[src/rtl/bmsc_cfg.svh]
// constants for the boot mode select and checksum block
`ifndef BMSC_CFG_SVH
`define BMSC_CFG_SVH
`define BMSC_SW_W          4
`define BMSC_SW_DEFAULT    4'h5
`define BMSC_CSR_SW_HI     7
`define BMSC_CSR_SW_LO     4
`define BMSC_WORD_W        16
`define BMSC_ADDR_W        15
`define BMSC_SUM_INIT      16'h0000
`define BMSC_SW_USER_BIT   3
`define BMSC_ASZ_16        2'h0
`define BMSC_ASZ_18        2'h1
`define BMSC_ASZ_22        2'h2
`define BMSC_ASZ_DEFAULT   2'h2
`define BMSC_WIDTH_16      5'h10
`define BMSC_WIDTH_18      5'h12
`define BMSC_WIDTH_22      5'h16
`define BMSC_CSR_WMASK     8'h0F
`define BMSC_CSR_RESET     8'h00
`endif

[src/rtl/bmsc_pkg.sv]
// types for the boot mode select and checksum block
`default_nettype none
package bmsc_pkg;
  typedef enum logic [2:0] {
    bmsc_act_user_prom,
    bmsc_act_tape_boot,
    bmsc_act_debug_mon,
    bmsc_act_await_arb,
    bmsc_act_loop_test
  } bmsc_action_t;

  typedef enum logic [1:0] {
    bmsc_sih_firmware,
    bmsc_sih_user,
    bmsc_sih_none
  } bmsc_sih_t;

  typedef enum logic [2:0] {
    bmsc_st_idle,
    bmsc_st_read,
    bmsc_st_wait,
    bmsc_st_compare,
    bmsc_st_done
  } bmsc_cks_state_t;
endpackage
`default_nettype wire

[src/rtl/bmsc_decode.sv]
// switch position decoder
`timescale 1ns/1ps
`default_nettype none
`include "bmsc_cfg.svh"
module bmsc_decode (
  input  wire logic [3:0]           sw_code,
  output bmsc_pkg::bmsc_action_t    action,
  output bmsc_pkg::bmsc_sih_t       sih_owner,
  output logic                      prom_low,
  output logic                      run_self_test,
  output logic                      run_cks_test
);
  logic [2:0] pos;
  assign pos = sw_code[2:0];

  always_comb
  begin
    action        = bmsc_pkg::bmsc_act_user_prom;
    run_self_test = 1'b0;
    run_cks_test  = 1'b0;
    prom_low      = 1'b0;
    case (pos)
      3'h0:
      begin
        prom_low = 1'b1;
      end
      3'h1:
      begin
        prom_low      = 1'b1;
        run_self_test = 1'b1;
      end
      3'h2:
      begin
        prom_low      = 1'b1;
        run_self_test = 1'b1;
        run_cks_test  = 1'b1;
      end
      3'h3:
      begin
        action        = bmsc_pkg::bmsc_act_tape_boot;
        run_self_test = 1'b1;
      end
      3'h4:
      begin
        action = bmsc_pkg::bmsc_act_debug_mon;
      end
      3'h5:
      begin
        action        = bmsc_pkg::bmsc_act_await_arb;
        run_self_test = 1'b1;
      end
      3'h6:
      begin
        action = bmsc_pkg::bmsc_act_await_arb;
      end
      default:
      begin
        action        = bmsc_pkg::bmsc_act_loop_test;
        run_self_test = 1'b1;
      end
    endcase
  end

  always_comb
  begin
    if (pos == 3'h7)
      sih_owner = bmsc_pkg::bmsc_sih_none;
    else if (sw_code[`BMSC_SW_USER_BIT])
      sih_owner = bmsc_pkg::bmsc_sih_user;
    else
      sih_owner = bmsc_pkg::bmsc_sih_firmware;
  end
endmodule // bmsc_decode
`default_nettype wire

[src/rtl/bmsc_checksum.sv]
// prom checksum engine
`timescale 1ns/1ps
`default_nettype none
`include "bmsc_cfg.svh"
module bmsc_checksum (
  input  wire logic                      clk_sys,
  input  wire logic                      reset,
  input  wire logic                      start,
  input  wire logic [`BMSC_ADDR_W-1:0]   last_addr,
  output logic      [`BMSC_ADDR_W-1:0]   rd_addr,
  output logic                           rd_req,
  input  wire logic [`BMSC_WORD_W-1:0]   rd_data,
  input  wire logic                      rd_valid,
  output logic                           busy,
  output logic                           done,
  output logic                           pass,
  output logic      [`BMSC_WORD_W-1:0]   sum
);
  bmsc_pkg::bmsc_cks_state_t         state_q, state_d;
  logic [`BMSC_ADDR_W-1:0]           addr_q, addr_d;
  logic [`BMSC_WORD_W-1:0]           sum_q, sum_d;
  logic                              pass_q, pass_d;

  // add without carry, then rotate left one
  function automatic logic [`BMSC_WORD_W-1:0] cks_step(
    input logic [`BMSC_WORD_W-1:0] acc,
    input logic [`BMSC_WORD_W-1:0] word
  );
    logic [`BMSC_WORD_W-1:0] t;
    t = acc + word;
    cks_step = {t[`BMSC_WORD_W-2:0], t[`BMSC_WORD_W-1]};
  endfunction

  always_comb
  begin
    state_d = state_q;
    addr_d  = addr_q;
    sum_d   = sum_q;
    pass_d  = pass_q;
    case (state_q)
      bmsc_pkg::bmsc_st_idle:
      begin
        if (start)
        begin
          sum_d   = `BMSC_SUM_INIT;
          addr_d  = '0;
          pass_d  = 1'b0;
          state_d = (last_addr == '0) ? bmsc_pkg::bmsc_st_compare
                                      : bmsc_pkg::bmsc_st_read;
        end
      end
      bmsc_pkg::bmsc_st_read:
      begin
        state_d = bmsc_pkg::bmsc_st_wait;
      end
      bmsc_pkg::bmsc_st_wait:
      begin
        if (rd_valid)
        begin
          sum_d = cks_step(sum_q, rd_data);
          if (addr_q + 1'b1 == last_addr)
          begin
            addr_d  = last_addr;
            state_d = bmsc_pkg::bmsc_st_compare;
          end
          else
          begin
            addr_d  = addr_q + 1'b1;
            state_d = bmsc_pkg::bmsc_st_read;
          end
        end
      end
      bmsc_pkg::bmsc_st_compare:
      begin
        if (rd_valid)
        begin
          pass_d  = (rd_data == sum_q);
          state_d = bmsc_pkg::bmsc_st_done;
        end
      end
      default:
      begin
        state_d = bmsc_pkg::bmsc_st_idle;
      end
    endcase
  end

  always_ff @(posedge clk_sys or posedge reset)
  begin
    if (reset)
    begin
      state_q <= bmsc_pkg::bmsc_st_idle;
      addr_q  <= '0;
      sum_q   <= `BMSC_SUM_INIT;
      pass_q  <= 1'b0;
    end
    else
    begin
      state_q <= state_d;
      addr_q  <= addr_d;
      sum_q   <= sum_d;
      pass_q  <= pass_d;
    end
  end

  assign rd_addr = (state_q == bmsc_pkg::bmsc_st_compare) ? last_addr : addr_q;
  assign rd_req  = (state_q == bmsc_pkg::bmsc_st_read) ||
                   (state_q == bmsc_pkg::bmsc_st_compare);
  assign busy    = (state_q != bmsc_pkg::bmsc_st_idle);
  assign done    = (state_q == bmsc_pkg::bmsc_st_done);
  assign pass    = pass_q;
  assign sum     = sum_q;
endmodule // bmsc_checksum
`default_nettype wire

[src/rtl/bmsc_top.sv]
// boot mode select and prom checksum top
//
// Behaviour
// - the switch only matters when power-up runs firmware, not the monitor; sih_owner and board control bits 7 to 4 still follow it under the monitor.
// - the switch code reads in bits 7 to 4 of the board control register.
// - positions 8-15 give interrupts to user code, 0-7 to firmware, 7/15 none.
// - prom maps low for 0,1,2,8,9,10 and high otherwise.
// - 0-2 and 8-10 run user prom code with none, auto, or auto plus checksum; the run_cks_test flag of 2 and 10 reaches no output.
// - 3 and 11 run self-tests then the tape bootstrap on the serial line.
// - 4 and 12 enter the console debug monitor with no self-tests.
// - 5,6,13,14 await an arbiter command, 5 and 13 after self-tests.
// - 7 and 15 repeat self-tests forever and never boot.
// - checksum tests compare against the top word of their prom.
// - checksum starts at zero, adds without carry, then rotates left one.
// - with user interrupt handling, halt and initialize do not stop the code.
// - host address width is 16, 18 or 22 bits, default 22.
// - the switch default is position 5.
`timescale 1ns/1ps
`default_nettype none
`include "bmsc_cfg.svh"
module bmsc_top (
  input  wire logic                      clk_sys,
  input  wire logic                      reset,
  input  wire logic [3:0]                boot_switch,
  input  wire logic                      switch_fitted,
  input  wire logic                      powerup_monitor,
  input  wire logic [1:0]                addr_size_sel,
  input  wire logic                      csr_wr,
  input  wire logic [7:0]                csr_wdata,
  output logic      [7:0]                board_control_status_b,
  output logic [2:0]                     power_up_action,
  output logic [1:0]                     sih_owner,
  output logic                           prom_low,
  output logic                           self_test_en,
  output logic                           self_test_loop,
  output logic                           await_transfer_parameter_reg0,
  output logic                           boot_first_serial_line,
  output logic                           enter_console_debug_monitor,
  input  wire logic                      bus_halt_request,
  input  wire logic                      bus_initialize,
  output logic                           user_keeps_running,
  output logic                           fw_halt_taken,
  output logic [4:0]                     host_addr_width,
  input  wire logic                      cks_start,
  input  wire logic                      cks_firmware,
  input  wire logic [`BMSC_ADDR_W-1:0]   cks_user_last,
  input  wire logic [`BMSC_ADDR_W-1:0]   cks_fw_last,
  output logic [`BMSC_ADDR_W-1:0]        prom_rd_addr,
  output logic                           prom_rd_req,
  output logic                           prom_rd_fw,
  input  wire logic [`BMSC_WORD_W-1:0]   prom_rd_data,
  input  wire logic                      prom_rd_valid,
  output logic                           cks_busy,
  output logic                           cks_done,
  output logic                           cks_pass,
  output logic [`BMSC_WORD_W-1:0]        cks_sum
);
  ////////////////////////////////////////////////////////////////////////////
  // switch capture at reset release
  logic [3:0]          sw_q, sw_d;
  logic                cap_q, cap_d;
  logic [1:0]          asz_q, asz_d;
  logic [3:0]          csr_low_q, csr_low_d;
  logic                fw_q, fw_d;

  always_comb
  begin
    sw_d      = sw_q;
    asz_d     = asz_q;
    cap_d     = 1'b1;
    csr_low_d = csr_low_q;
    fw_d      = fw_q;
    if (!cap_q)
    begin
      sw_d  = switch_fitted ? boot_switch : `BMSC_SW_DEFAULT;
      // width select, illegal code keeps 22
      asz_d = (addr_size_sel == `BMSC_ASZ_16 ||
               addr_size_sel == `BMSC_ASZ_18) ? addr_size_sel
                                              : `BMSC_ASZ_22;
    end
    if (csr_wr)
      csr_low_d = 4'(csr_wdata & `BMSC_CSR_WMASK);
    if (cks_start && !cks_busy)
      fw_d = cks_firmware;
  end

  always_ff @(posedge clk_sys or posedge reset)
  begin
    if (reset)
    begin
      sw_q      <= `BMSC_SW_DEFAULT;
      cap_q     <= 1'b0;
      asz_q     <= `BMSC_ASZ_DEFAULT;
      csr_low_q <= 4'(`BMSC_CSR_RESET);
      fw_q      <= 1'b0;
    end
    else
    begin
      sw_q      <= sw_d;
      cap_q     <= cap_d;
      asz_q     <= asz_d;
      csr_low_q <= csr_low_d;
      fw_q      <= fw_d;
    end
  end

  ////////////////////////////////////////////////////////////////////////////
  // decode
  bmsc_pkg::bmsc_action_t act;
  bmsc_pkg::bmsc_sih_t    sih;
  logic                   dec_prom_low;
  logic                   dec_st;
  logic                   dec_cks;

  bmsc_decode u_decode (
    .sw_code       (sw_q),
    .action        (act),
    .sih_owner     (sih),
    .prom_low      (dec_prom_low),
    .run_self_test (dec_st),
    .run_cks_test  (dec_cks)
  );

  // switch code in bits 7 to 4
  assign board_control_status_b = {sw_q, csr_low_q};

  ////////////////////////////////////////////////////////////////////////////
  // registered outputs
  logic [2:0] act_q, act_d;
  logic [1:0] sih_q, sih_d;
  logic [5:0] flg_q, flg_d;
  logic [1:0] run_q, run_d;

  // halt or init seen while the given owner holds interrupts
  function automatic logic halt_seen(
    input bmsc_pkg::bmsc_sih_t owner,
    input bmsc_pkg::bmsc_sih_t want,
    input logic                live,
    input logic                strobe
  );
    halt_seen = live && (owner == want) && strobe;
  endfunction

  always_comb
  begin
    if (powerup_monitor)
    begin
      act_d = 3'(bmsc_pkg::bmsc_act_debug_mon);
      flg_d = 6'h00;
    end
    else
    begin
      act_d = 3'(act);
      flg_d = {dec_prom_low, dec_st,
               act == bmsc_pkg::bmsc_act_loop_test,
               act == bmsc_pkg::bmsc_act_await_arb,
               act == bmsc_pkg::bmsc_act_tape_boot,
               dec_cks};
    end
    sih_d = 2'(sih);
    // user code survives halt and init
    run_d[0] = halt_seen(sih, bmsc_pkg::bmsc_sih_user,
                         cap_q && !powerup_monitor,
                         bus_halt_request || bus_initialize);
    run_d[1] = halt_seen(sih, bmsc_pkg::bmsc_sih_firmware,
                         cap_q && !powerup_monitor,
                         bus_halt_request || bus_initialize);
  end

  always_ff @(posedge clk_sys or posedge reset)
  begin
    if (reset)
    begin
      act_q <= 3'(bmsc_pkg::bmsc_act_await_arb);
      sih_q <= 2'(bmsc_pkg::bmsc_sih_firmware);
      flg_q <= 6'h00;
      run_q <= 2'h0;
    end
    else
    begin
      act_q <= act_d;
      sih_q <= sih_d;
      flg_q <= flg_d;
      run_q <= run_d;
    end
  end

  assign power_up_action               = act_q;
  assign sih_owner                     = sih_q;
  assign prom_low                      = flg_q[5];
  assign self_test_en                  = flg_q[4];
  assign self_test_loop                = flg_q[3];
  assign await_transfer_parameter_reg0 = flg_q[2];
  assign boot_first_serial_line        = flg_q[1];
  assign enter_console_debug_monitor   =
    (act_q == 3'(bmsc_pkg::bmsc_act_debug_mon));
  assign user_keeps_running            = run_q[0];
  assign fw_halt_taken                 = run_q[1];

  always_comb
  begin
    if (asz_q == `BMSC_ASZ_16)
      host_addr_width = `BMSC_WIDTH_16;
    else if (asz_q == `BMSC_ASZ_18)
      host_addr_width = `BMSC_WIDTH_18;
    else
      host_addr_width = `BMSC_WIDTH_22;
  end

  ////////////////////////////////////////////////////////////////////////////
  // checksum
  logic [`BMSC_ADDR_W-1:0] last_sel;
  logic                    sel_fw;

  always_comb
  begin
    // latched pick while busy
    if (cks_busy)
      sel_fw = fw_q;
    else
      sel_fw = cks_firmware;
    if (sel_fw)
      last_sel = cks_fw_last;
    else
      last_sel = cks_user_last;
  end
  assign prom_rd_fw  = fw_q;

  bmsc_checksum u_cks (
    .clk_sys   (clk_sys),
    .reset     (reset),
    .start     (cks_start),
    .last_addr (last_sel),
    .rd_addr   (prom_rd_addr),
    .rd_req    (prom_rd_req),
    .rd_data   (prom_rd_data),
    .rd_valid  (prom_rd_valid),
    .busy      (cks_busy),
    .done      (cks_done),
    .pass      (cks_pass),
    .sum       (cks_sum)
  );
endmodule // bmsc_top
`default_nettype wire

[config.mk]
export PLATFORM = sky130hd
export DESIGN_NAME = bmsc_top
export DESIGN_NICKNAME = d
export VERILOG_FILES = /design/src/rtl/bmsc_pkg.sv /design/src/rtl/bmsc_decode.sv /design/src/rtl/bmsc_checksum.sv /design/src/rtl/bmsc_top.sv
export VERILOG_INCLUDE_DIRS = /design/src /design/src/rtl
export SDC_FILE = /design/constraint.sdc
export NUM_CORES = 1
export LEC_CHECK = 0
export ABC_AREA = 1
export BUFFER_PORTS_ARGS = -buffer_cell sky130_fd_sc_hd__buf_4
export CAP_MARGIN = 20
export CORE_MARGIN = 2
export CORE_UTILIZATION = 35
export CTS_CLUSTER_DIAMETER = 60
export DETAILED_ROUTE_END_ITERATION = 12
export GPL_ROUTABILITY_DRIVEN = 0
export SYNTH_ARGS = -nofsm -noshare
export SYNTH_HDL_FRONTEND = slang
export SYNTH_SLANG_ARGS = --single-unit
[constraint.sdc]
create_clock -name clk_sys -period 2.15 [get_ports clk_sys]
set_input_delay 0.215 -clock clk_sys [delete_from_list [all_inputs] [get_ports clk_sys]]
set_output_delay 0.215 -clock clk_sys [all_outputs]
set_load 0.01 [all_outputs]
==> results of run 1 <==
layout by cell type (no fill, tap or decap), types with 3 or more instances in the layout:
cell type,count
sky130_fd_sc_hd__nand2_1,242
sky130_fd_sc_hd__buf_4,140
sky130_fd_sc_hd__inv_1,90
sky130_fd_sc_hd__nand3_1,58
sky130_fd_sc_hd__dfrtp_1,54
sky130_fd_sc_hd__nor2_1,48
sky130_fd_sc_hd__o21ai_0,44
sky130_fd_sc_hd__a21oi_1,19
sky130_fd_sc_hd__ha_1,16
sky130_fd_sc_hd__nand4_1,11
sky130_fd_sc_hd__nand2_2,9
sky130_fd_sc_hd__o21ai_1,9
sky130_fd_sc_hd__clkbuf_16,9
sky130_fd_sc_hd__nor3_1,7
sky130_fd_sc_hd__mux2_2,6
sky130_fd_sc_hd__xor2_1,6
sky130_fd_sc_hd__dfstp_2,5
sky130_fd_sc_hd__nor4_1,4
sky130_fd_sc_hd__conb_1,4
sky130_fd_sc_hd__inv_2,3
sky130_fd_sc_hd__nand2_4,3
sky130_fd_sc_hd__nand2_8,3
sky130_fd_sc_hd__nor2_2,3
per-layer routing:
metal | global-route usage | share of wire | up-vias
met5 | 0 | 0 | -
met4 | 0.0792 | 0.023 | 0
met3 | 0.0360 | 0.066 | 22
met2 | 0.308 | 0.46 | 165
met1 | 0.249 | 0.45 | 2183
li1 | - | - | 2459
cells in the mapped netlist, types with 2 or more instances:
cell	instances	area (µm²)
sky130_fd_sc_hd__a21oi_1	21	105
sky130_fd_sc_hd__a32o_1	2	20.0
sky130_fd_sc_hd__buf_4	3	22.5
sky130_fd_sc_hd__buf_6	3	33.8
sky130_fd_sc_hd__clkbuf_1	9	33.8
sky130_fd_sc_hd__conb_1	2	7.51
sky130_fd_sc_hd__dfrtp_1	54	1350
sky130_fd_sc_hd__dfstp_2	5	131
sky130_fd_sc_hd__ha_1	16	200
sky130_fd_sc_hd__inv_1	92	345
sky130_fd_sc_hd__mux2_2	6	67.6
sky130_fd_sc_hd__nand2_1	247	927
sky130_fd_sc_hd__nand2_2	4	25.0
sky130_fd_sc_hd__nand2_4	3	33.8
sky130_fd_sc_hd__nand2_8	2	40.0
sky130_fd_sc_hd__nand3_1	59	295
sky130_fd_sc_hd__nand4_1	11	68.8
sky130_fd_sc_hd__nor2_1	51	191
sky130_fd_sc_hd__nor3_1	7	35.0
sky130_fd_sc_hd__nor4_1	4	25.0
sky130_fd_sc_hd__o21a_1	2	15.0
sky130_fd_sc_hd__o21ai_0	51	255
sky130_fd_sc_hd__o21ai_1	3	15.0
sky130_fd_sc_hd__o21bai_1	2	15.0
sky130_fd_sc_hd__or2_2	2	12.5
sky130_fd_sc_hd__xor2_1	6	52.6
kinds of logic (layout without fill, tap and decap cells):
logic type / count (synthesis) / count (layout) / share of synthesized area
AND/OR/NAND/NOR: 396 / 397 / 0.383
other: 2 / 4 / 0.00168
adder cells (fa/ha/maj): 17 / 17 / 0.0493
multiplexers: 6 / 6 / 0.0151
XOR/XNOR: 7 / 7 / 0.0137
flip-flops: 59 / 59 / 0.332
AO/OA/AOI/OAI: 87 / 87 / 0.106
buffers and inverters: 109 / 253 / 0.0994
state kept, by name, summed over array words and instances, names as in the netlist:
| name | count |
|---|---|
| u_cks.sum | 16 |
| u_cks.addr_q | 15 |
| flg_q | 5 |
| csr_low_q | 4 |
| sw_q | 4 |
| power_up_action | 3 |
| u_cks.state_q | 3 |
| asz_q | 2 |
| run_q | 2 |
| sih_owner | 2 |
| cap_q | 1 |
| prom_rd_fw | 1 |
| u_cks.pass | 1 |
path summary, 6_finish.rpt:
| kind | start | end | slack [ps] | cells after the start |
|---|---|---|---|---|
| max | u_cks.state_q[0] | prom_rd_addr[0] | 30 | 8 |
| min | powerup_monitor | flg_q[4] | 90 | 2 |
| max reg2reg | u_cks.state_q[0] | u_cks.state_q[1] | 110 | 14 |
| min reg2reg | sw_q[3] | run_q[1] | 480 | 1 |
| max in group asynchronous | reset | u_cks.sum[0] | 1040 | 4 |
| min in group asynchronous | reset | asz_q[0] | 510 | 3 |
where the power goes:
group / leakage (µW) / switching, µW / internal, µW / total, µW
clock: 0.000152 / 532 / 1020 / 1550
sequential: 0.000773 / 180 / 1300 / 1480
combinational: 0.00236 / 2090 / 1360 / 3440
stage by stage:
stage / std cells / setup WS, ps / hold WS, ps / utilization / cell area, µm²
final: 1002 / 28.0 / 85.4 / 0.485 / 6100
after detailed placement: 974 / 81.8 / 321 / 0.447 / 5620
after global placement: 974 / 130 / 300 / 0.447 / 5620
after floorplan: 685 / 277 / 265 / - / 4480
after global routing: 1002 / -72.1 / 88.8 / 0.485 / 6100
after CTS: 994 / 3.96 / 70.2 / 0.476 / 5980
what timing repair did:
action                                  in CTS  in global routing
endpoints found under the hold margin       20                  0
hold buffers                                 1                  0
endpoints found under the setup margin       6                 18
gates cloned                                 1                  0
pin swaps                                    3                  4
buffers inserted                             2                  8
resized for setup                            0                 24
worst reg2reg max path, cell delays in order (launching register included):
cell and delay, ps:
sky130_fd_sc_hd__dfrtp_1 410, sky130_fd_sc_hd__nor2_4 220, sky130_fd_sc_hd__nand3_4 180, sky130_fd_sc_hd__buf_4 190
sky130_fd_sc_hd__nand2_4 150, sky130_fd_sc_hd__nand2_1 70, sky130_fd_sc_hd__nand3_1 70, sky130_fd_sc_hd__nand2_1 60
sky130_fd_sc_hd__nor2_1 140, sky130_fd_sc_hd__nand2_1 70, sky130_fd_sc_hd__nor2_1 90, sky130_fd_sc_hd__nand3_1 110
sky130_fd_sc_hd__nand2_1 110, sky130_fd_sc_hd__nand2_1 60, sky130_fd_sc_hd__nand2_1 50
area by class of cell:
class / count / share of cell area
Multi-Input combinational cell: 518 / 0.429
Sequential cell: 59 / 0.243
Timing Repair Buffer: 144 / 0.182
Inverter: 93 / 0.0572
Clock buffer: 9 / 0.0369
Tap cell: 172 / 0.0353
Clock inverter: 7 / 0.0166
==> reports/summary.log, run 1 <==
[floorplanning] effective utilization at floorplan 0.356
[cts] TritonCTS buffer count 9
[sta] slew of the pin with the lowest slew margin 558 ps
[final_layout] final layout net count 912
[floorplanning] IO Count 132
[worst_setup_path] number of buffer and inverter stages on the critical path 1
[run_status] result of the run finished clean
[route] Detailed Routing Iterations Pass 1 5
[synth] Warnings, synthesis 0
[worst_setup_path] startpoint type of the worst setup path flop
[synth] fraction of the yosys area taken by sequential cells 0.332
[worst_setup_path] arrival time reported for the critical path endpoint 1910 ps
[worst_setup_path] CP peak stage delay 410 ps
[sta] worst-case headroom to the max-slew limit 0.628
[worst_setup_path] list of cells traversed by the critical path nor2_4 > nand3_2 > nand2_8 > nand2_1 > nand2_1 > nor2_1 > a21oi_1 > buf_4
[final_layout] count of inserted antenna diode cells 0
[final_layout] filler cell count 1296
[worst_setup_path] type of element capturing the critical path output pin
[global_route] leftover overflow at the end of global routing 0
[worst_hold_path] Hold Path Class in2reg
[cts] clock tree sinks 59
[synth] number of instances in the synthesized netlist 683
[cts] Worst-Skew Late Latency 330 ps
[power] total power 6480 µW
[cts] clock tree from TritonCTS yes
[sta] Highest Clock Rate 471 MHz
[route] Final ANT Viol Nets 0
[route] final wirelength 12900 µm
[route] Initial DRC Count 317
[worst_setup_path] worst path required time 1930 ps
[worst_setup_path] CP most frequent cell sky130_fd_sc_hd__nand2_1
[floorplanning] width of the die 117 µm
[synth] number of flops mapped to enable cells by yosys 0
[synth] number of unique standard cell types used by synthesis 42
[sta] final clock period utilization by the worst path 0.987
[route] post-route DRC violation count 0
[worst_setup_path] Critical Path Slowest Stage Cell sky130_fd_sc_hd__dfrtp_1
[place] detailed-placement wirelength estimate 9940 µm
[global_route] largest net degree at the start of global routing 35
[synth] proportion of synthesized flip-flops having asynchronous set or reset 1.00
[global_route] gr usage total 0.190
[global_route] initial antenna violation count 0
[floorplanning] die span in y 117 µm
[place] number of buffers inserted by port buffering 124
[cts] H-tree Lvls 3
[synth] average cell area after synthesis 6.55 µm²
[floorplanning] area of the die 0.0137 mm²
[final_layout] multi-input logic area 0.00262 mm²
[floorplanning] area of the core 0.0126 mm²
[floorplanning] number of core rows 41
[route] via density per instance 4.82
[final_layout] relative area change from synthesis to final layout 36.5%
[worst_setup_path] dominant delay contributor by cell family on the critical path simple AND/OR/NAND/NOR gates
[route] via count 4829
[worst_setup_path] worst-path maximum fanout 19
[route] routed length per instance 12.9 µm
[cts] CTS max path bufs 2
[sta] pins over their slew limit 0
[global_route] vias in the first global route 4435
[sta] Setup violations, final 0
[cts] root buffer cell sky130_fd_sc_hd__clkbuf_16
[synth] primary flip-flop cell chosen by synthesis mapping sky130_fd_sc_hd__dfrtp_1
[power] peak ir drop on the vdd network 471 µV
[final_layout] fraction of final layout cells sized beyond drive strength 1 0.245
[sta] Setup Skew 3.98 ps
[synth] Synth Register Bits 59
[sta] Setup TNS Final 0 ps
[sta] number of failing hold endpoints at the final stage 0
[synth] area of the mapped netlist 0.00447 mm²
[global_route] wire length of the first global-routing pass 20400 µm
[final_layout] area of all sequential standard cells 0.00148 mm²
[power] leakage component of the power 0.00328 µW
[cts] clock transition time at the flip-flop clock pins of the worst setup and hold paths 50 ps
[flow_run] Max-Cap Viols 0
[sta] minimum clock period 2120 ps
[worst_setup_path] Critical Setup Path Class reg2out
[sta] RSZ-0062 raised after global routing yes
[power] PwrDens 1060 mW/mm²
Power figures use the tool's default switching activity.
==> inputs of run 2 (changes only) <==
--- a/config.mk
+++ b/config.mk
@@ -7,9 +7,9 @@
 export NUM_CORES = 1
 export LEC_CHECK = 0
 export ABC_AREA = 1
-export BUFFER_PORTS_ARGS = -buffer_cell sky130_fd_sc_hd__buf_4
+export BUFFER_PORTS_ARGS = -buffer_cell sky130_fd_sc_hd__clkbuf_2
 export CAP_MARGIN = 20
-export CORE_MARGIN = 2
+export CORE_MARGIN = 3
 export CORE_UTILIZATION = 35
 export CTS_CLUSTER_DIAMETER = 60
 export DETAILED_ROUTE_END_ITERATION = 12
==> reports/summary.log, run 2 (synthesis gave the netlist of run 1 again) <==
[final_layout] most common cell after layout, fill and taps aside sky130_fd_sc_hd__nand2_1
[power] PwrDens 1100 mW/mm² [+3.2%]
[worst_setup_path] CP peak stage delay 410 ps [about the same]
[floorplanning] area of the die 0.0142 mm² [+3.4%]
[sta] RSZ-0062 raised after global routing yes
[floorplanning] IO Count 132 [unchanged]
[sta] final clock period utilization by the worst path 0.978 [-0.00939]
[global_route] met2 layer usage reported by global route 0.267 [-0.0408]
[flow_run] Max-Cap Viols 0 [unchanged]
[global_route] largest net degree at the start of global routing 35 [unchanged]
[cts] TritonCTS buffer count 9 [unchanged]
[worst_setup_path] reg-to-reg slack, setup 90 ps [-20 ps]
[worst_hold_path] Hold Path Class in2reg
[place] detailed-placement wirelength estimate 9740 µm [-2.0%]
[worst_setup_path] startpoint type of the worst setup path flop
[power] total power 6440 µW [-0.54%]
[place] number of buffers inserted by port buffering 124 [unchanged]
[sta] Setup TNS Final 0 ps [unchanged]
[worst_setup_path] Critical Path Slowest Stage Cell sky130_fd_sc_hd__dfrtp_1
[worst_setup_path] Critical Setup Path Class reg2out
[sta] worst-case headroom to the max-slew limit 0.619 [-0.00859]
[sta] pins over their slew limit 0 [unchanged]
[sta] minimum clock period 2100 ps [-20.2 ps]
[run_status] result of the run finished clean
[route] final wirelength 12800 µm [-0.81%]
[final_layout] fraction of final layout cells sized beyond drive strength 1 0.258 [+0.0135]
[route] Initial DRC Count 290 [-8.5%]
[sta] Setup violations, final 0 [unchanged]
[global_route] vias in the first global route 4320 [-2.6%]
[route] post-route DRC violation count 0 [unchanged]
[sta] Setup Skew 8.33 ps [+4.35 ps]
[cts] root buffer cell sky130_fd_sc_hd__clkbuf_16
[sta] Highest Clock Rate 476 MHz [+0.96%]
[global_route] leftover overflow at the end of global routing 0 [unchanged]
[worst_setup_path] worst path required time 1930 ps [about the same]
[final_layout] Finished Core Util 0.480 [-0.00572]
[route] via density per instance 4.71 [-2.4%]
[global_route] layer carrying the most global-route usage met2
[cts] clock tree from TritonCTS yes
[sta] number of failing hold endpoints at the final stage 0 [unchanged]
[cts] clock tree sinks 59 [unchanged]
[worst_setup_path] arrival time reported for the critical path endpoint 1890 ps [-20 ps]
[cts] CTS max path bufs 2 [unchanged]
[floorplanning] width of the die 119 µm [+1.7%]
[sta] smallest setup slack after layout 48.2 ps [+20.2 ps]
[global_route] wire length of the first global-routing pass 20300 µm [-0.61%]
[floorplanning] effective utilization at floorplan 0.365 [+0.00889]
[power] peak ir drop on the vdd network 488 µV [+3.7%]
[global_route] initial antenna violation count 0 [unchanged]
[global_route] grt met3 use 0.0404 [+0.00432]
[cts] Worst-Skew Late Latency 330 ps [about the same]
[route] Detailed Routing Iterations Pass 1 5 [unchanged]
[global_route] met1 usage in global routing 0.241 [-0.00780]
[global_route] gr usage total 0.173 [-0.0167]
[cts] H-tree Lvls 3 [unchanged]
[final_layout] relative area change from synthesis to final layout 31.6%
[final_layout] count of inserted antenna diode cells 0 [unchanged]
[place] worst setup slack after placement 125 ps [+42.9 ps]
[worst_setup_path] list of cells traversed by the critical path nor2_4 > nand3_4 > buf_6 > nand3_4 > nand2_2 > mux2_4 > buf_6
[route] routed length per instance 12.8 µm [-0.72%]
[cts] clock transition time at the flip-flop clock pins of the worst setup and hold paths 50 ps [about the same]
[floorplanning] area of the core 0.0123 mm² [-2.4%]
[floorplanning] number of core rows 40 [-2.4%]
[final_layout] final layout net count 915 [+0.33%]
[floorplanning] die span in y 119 µm [+1.7%]
[worst_setup_path] type of element capturing the critical path output pin
[final_layout] count of non-filler cells in the finished layout 1001 [-0.10%]
[sta] slew of the pin with the lowest slew margin 571 ps [+12.9 ps]
[route] Final ANT Viol Nets 0 [unchanged]
[final_layout] number of flip-flops under the largest register name 16 [unchanged]
[power] leakage component of the power 0.00324 µW [-1.3%]
[route] via count 4710 [-2.5%]
[place] placed cell count 975 [+0.10%]
[worst_setup_path] worst-path maximum fanout 7 [-12]
[final_layout] commonest cells after routing, fill and taps aside 242 x sky130_fd_sc_hd__nand2_1, 121 x sky130_fd_sc_hd__clkbuf_2, 90 x sky130_fd_sc_hd__inv_1
==> run 2: cell count changes in the layout (fill, tap and decap cells not counted), moves of 2 or more <==
cell / before / now
sky130_fd_sc_hd__nand3_1: 58 / 56
sky130_fd_sc_hd__nand2_4: 3 / 5
sky130_fd_sc_hd__buf_2: 0 / 2
sky130_fd_sc_hd__buf_4: 140 / 18
sky130_fd_sc_hd__nand3_4: 1 / 3
sky130_fd_sc_hd__o21ai_2: 2 / 6
sky130_fd_sc_hd__buf_6: 1 / 3
sky130_fd_sc_hd__o21ai_0: 44 / 38
sky130_fd_sc_hd__clkbuf_2: 0 / 121
==> run 2: per-stage QoR <==
stage          cell area (µm²)  hold WS (ps)
2_1_floorplan             4480           265
3_3_place_gp              5330           286
3_5_place_dp              5330           288
4_1_cts                   5700          81.6
5_1_grt                   5880           101
6_report                  5880          93.6
==> run 2: critical path, delay by kind of cell (launching register included) <==
kind,cells,cell delay [ps]
and+or+nand+nor,4,560
DFF,1,410
buffers and inverters,2,310
muxes,1,270
==> run 2: power by group <==
| part | internal [µW] | switching [µW] |
|---|---|---|
| Sequential | 1300 | 182 |
| Combinational | 1240 | 2160 |
| Clock | 1040 | 520 |
| Total | 3580 | 2860 |
==> run 2: final timing paths <==
check / cells past startpoint / startpoint / endpoint
worst max-delay path: 7 / u_cks.state_q[0] / prom_rd_addr[1]
worst max register to register: 15 / u_cks.state_q[0] / u_cks.state_q[1]
worst min register to register: 1 / sw_q[3] / run_q[1]
min in group asynchronous: 3 / reset / run_q[0]
max in group asynchronous: 4 / reset / u_cks.addr_q[9]
worst min-delay path: 3 / boot_switch[3] / sw_q[3]
==> run 2: area by class of cell <==
class                   instances  area [µm²]
flip-flops and latches         59        1480
clock buffers                  10         239
well taps                     168         210
multi-input cells             519        2700
inverters                      93         349
repair buffers                146         815
clock inverters                 6        88.8
fillers                      1311        6380
==> run 2: per-layer routing <==
metal	wire (µm)	vias to the layer above	share of wire
met5	0	-	0
met4	191	0	0.015
met3	785	14	0.061
met2	5740	144	0.45
met1	6080	2074	0.47
li1	-	2478	-
==> run 2: repair_timing <==
| action | in CTS | in global routing |
|---|---|---|
| pin swaps | 2 | 7 |
| hold buffers | 1 | 0 |
| hold endpoints to repair | 20 | 0 |
| setup endpoints to repair | 5 | 21 |
| resized for setup | 1 | 47 |
| cloned | 0 | 2 |
| setup buffers | 3 | 4 |
==> inputs of run 3 (changes only) <==
==> constraint.sdc (replaced) <==
create_clock -name clk_sys -period 2.5 [get_ports clk_sys]
set_input_delay 0.25 -clock clk_sys [delete_from_list [all_inputs] [get_ports clk_sys]]
set_output_delay 0.25 -clock clk_sys [all_outputs]
set_load 0.01 [all_outputs]
==> reports/summary.log, run 3 (synthesis gave the netlist of run 1 again) <==
[sta] pins over their slew limit 0 [unchanged]
[worst_hold_path] startpoint of the most critical hold path prom_rd_valid
[worst_hold_path] hold worst-path end u_cks.state_q[0]
[worst_setup_path] arrival time reported for the critical path endpoint 1970 ps [+80 ps]
[final_layout] number of flip-flops under the largest register name 16 [unchanged]
[worst_setup_path] RR Endpoint u_cks.sum[11]
[sta] slew of the pin with the lowest slew margin 544 ps [-26.3 ps]
[global_route] initial antenna violation count 0 [unchanged]
[power] peak ir drop on the vdd network 391 µV [-20%]
[route] via count 4579 [-2.8%]
[cts] Worst-Skew Late Latency 320 ps [about the same]
[route] post-route DRC violation count 0 [unchanged]
[place] worst setup slack after placement 449 ps [+325 ps]
[cts] root buffer cell sky130_fd_sc_hd__clkbuf_16
[place] detailed-placement wirelength estimate 9450 µm [-2.9%]
[run_status] result of the run finished clean
[sta] smallest setup slack after layout 282 ps [+233 ps]
[cts] TritonCTS buffer count 9 [unchanged]
[cts] clock transition time at the flip-flop clock pins of the worst setup and hold paths 60 ps [about the same]
[route] Final ANT Viol Nets 0 [unchanged]
[worst_setup_path] Critical Path Slowest Stage Cell sky130_fd_sc_hd__dfrtp_1
[worst_setup_path] depth of the worst register-to-register path 13 [-2]
[worst_setup_path] number of buffer and inverter stages on the critical path 1 [-1]
[sta] Highest Clock Rate 451 MHz
[sta] Setup TNS Final 0 ps [unchanged]
[sta] number of failing hold endpoints at the final stage 0 [unchanged]
[power] total power 5120 µW [-20%]
[floorplanning] area of the core 0.0123 mm² [unchanged]
[global_route] leftover overflow at the end of global routing 0 [unchanged]
[floorplanning] IO Count 132 [unchanged]
[worst_setup_path] startpoint of the worst-slack reg-to-reg timing path u_cks.sum[0]
[cts] H-tree Lvls 3 [unchanged]
[final_layout] final layout net count 897 [-2.0%]
[global_route] vias in the first global route 4370 [+1.2%]
[sta] worst-case headroom to the max-slew limit 0.637 [+0.0177]
[route] via density per instance 4.66 [-1.0%]
[worst_setup_path] startpoint type of the worst setup path flop
[worst_hold_path] Hold Path Class in2reg
[global_route] wire length of the first global-routing pass 20400 µm [+0.51%]
[final_layout] relative area change from synthesis to final layout 25.3%
[global_route] gr usage total 0.173 [about the same]
[worst_setup_path] Critical Setup Path Class reg2out
[final_layout] filler cell count 1291 [-1.5%]
[sta] final clock period utilization by the worst path 0.887
[worst_setup_path] CP peak stage delay 410 ps [about the same]
[cts] clock tree from TritonCTS yes
[final_layout] count of inserted antenna diode cells 0 [unchanged]
[final_layout] most common cell after layout, fill and taps aside sky130_fd_sc_hd__nand2_1
[floorplanning] area of the die 0.0142 mm² [unchanged]
[route] Initial DRC Count 218 [-25%]
[route] final wirelength 12100 µm [-5.7%]
[worst_setup_path] dominant delay contributor by cell family on the critical path simple AND/OR/NAND/NOR gates
[worst_setup_path] type of element capturing the critical path output pin
[sta] Setup Skew 4.75 ps [-3.58 ps]
[floorplanning] effective utilization at floorplan 0.365 [unchanged]
[sta] Setup violations, final 0 [unchanged]
[cts] post-CTS repair timing setup buffer count 0 [-3]
[sta] minimum clock period 2220 ps
[worst_setup_path] list of cells traversed by the critical path nor2_4 > nand2_4 > nand2_8 > nand2_8 > nand2_1 > nand2_1 > o21ai_0 > clkbuf_2
[final_layout] commonest cells after routing, fill and taps aside 247 x sky130_fd_sc_hd__nand2_1, 124 x sky130_fd_sc_hd__clkbuf_2, 91 x sky130_fd_sc_hd__inv_1
[global_route] largest net degree at the start of global routing 60 [+71%]
[worst_setup_path] worst path required time 2250 ps [+320 ps]
[cts] clock tree sinks 59 [unchanged]
[final_layout] fraction of final layout cells sized beyond drive strength 1 0.213 [-0.0446]
[floorplanning] width of the die 119 µm [unchanged]
[worst_hold_path] Hold Crit Depth 2 [-1]
[place] number of buffers inserted by port buffering 124 [unchanged]
[power] PwrDens 915 mW/mm² [-16%]
[floorplanning] number of core rows 40 [unchanged]
[worst_setup_path] reg-to-reg slack, setup 420 ps [+330 ps]
[route] Detailed Routing Iterations Pass 1 4 [-1]
[route] routed length per instance 12.3 µm [-4.0%]
[cts] CTS max path bufs 2 [unchanged]
[worst_setup_path] worst-path maximum fanout 27 [+20]
[sta] RSZ-0062 raised after global routing no
[power] leakage component of the power 0.00311 µW [-3.9%]
[floorplanning] die span in y 119 µm [unchanged]
[flow_run] Max-Cap Viols 0 [unchanged]
-- run 3: cell types whose count changed in the layout (fill, tap and decap cells not counted), sizes merged --
cell and delta:
clkinv +2, clkinvlp -1, nand2 -2, buf -19, clkbuf +2
-- run 3: area by class of cell --
type	count	area, µm²	area share
Clock buffer	9	225	0.0402
Inverter	93	349	0.0623
Tap cell	168	210	0.0375
Clock inverter	7	103	0.0183
Multi-Input combinational cell	517	2550	0.455
Timing Repair Buffer	130	681	0.122
Sequential cell	59	1480	0.265
-- run 3: what timing repair did --
item | in CTS | in global routing
hold endpoints to repair | 54 | 0
gates resized for setup | 0 | 0
hold buffers | 1 | 0
setup endpoints to repair | 0 | 0
-- run 3: layer usage --
| layer | GRT usage | wire (µm) |
|---|---|---|
| met1 | 0.244 | 5890 |
| met2 | 0.267 | 5200 |
| met3 | 0.0323 | 747 |
| met4 | 0.0579 | 212 |
| met5 | 0 | 0 |
-- run 3: worst max path at each step --
stage	from	endpoint	slack [ps]	cells past startpoint
5_1_grt	u_cks.state_q[0]	prom_rd_addr[3]	160	8
4_1_cts	u_cks.state_q[0]	prom_rd_addr[1]	280	8
2_1_floorplan	u_cks.sum[0]	u_cks.sum[11]	630	13
3_5_place_dp	u_cks.addr_q[2]	u_cks.state_q[1]	450	14
3_3_place_gp	u_cks.addr_q[1]	u_cks.state_q[1]	460	15
6_report	u_cks.state_q[0]	prom_rd_addr[6]	280	8
-- run 3: stage by stage --
stage | hold slack, ps | std cells | cell area (µm²) | utilization
after floorplan | 300 | 685 | 4480 | -
after global placement | 327 | 966 | 5260 | 0.429
after detailed placement | 330 | 966 | 5260 | 0.429
after CTS | 119 | 983 | 5600 | 0.457
after global routing | 149 | 983 | 5600 | 0.457
final | 131 | 983 | 5600 | 0.457
-- run 3: power by group --
group	total, µW	leakage (µW)	internal [µW]	switching, µW
Sequential	1270	0.000773	1120	153
Clock	1330	0.000156	878	453
Combinational	2520	0.00218	861	1660
Total	5120	0.00311	2860	2270
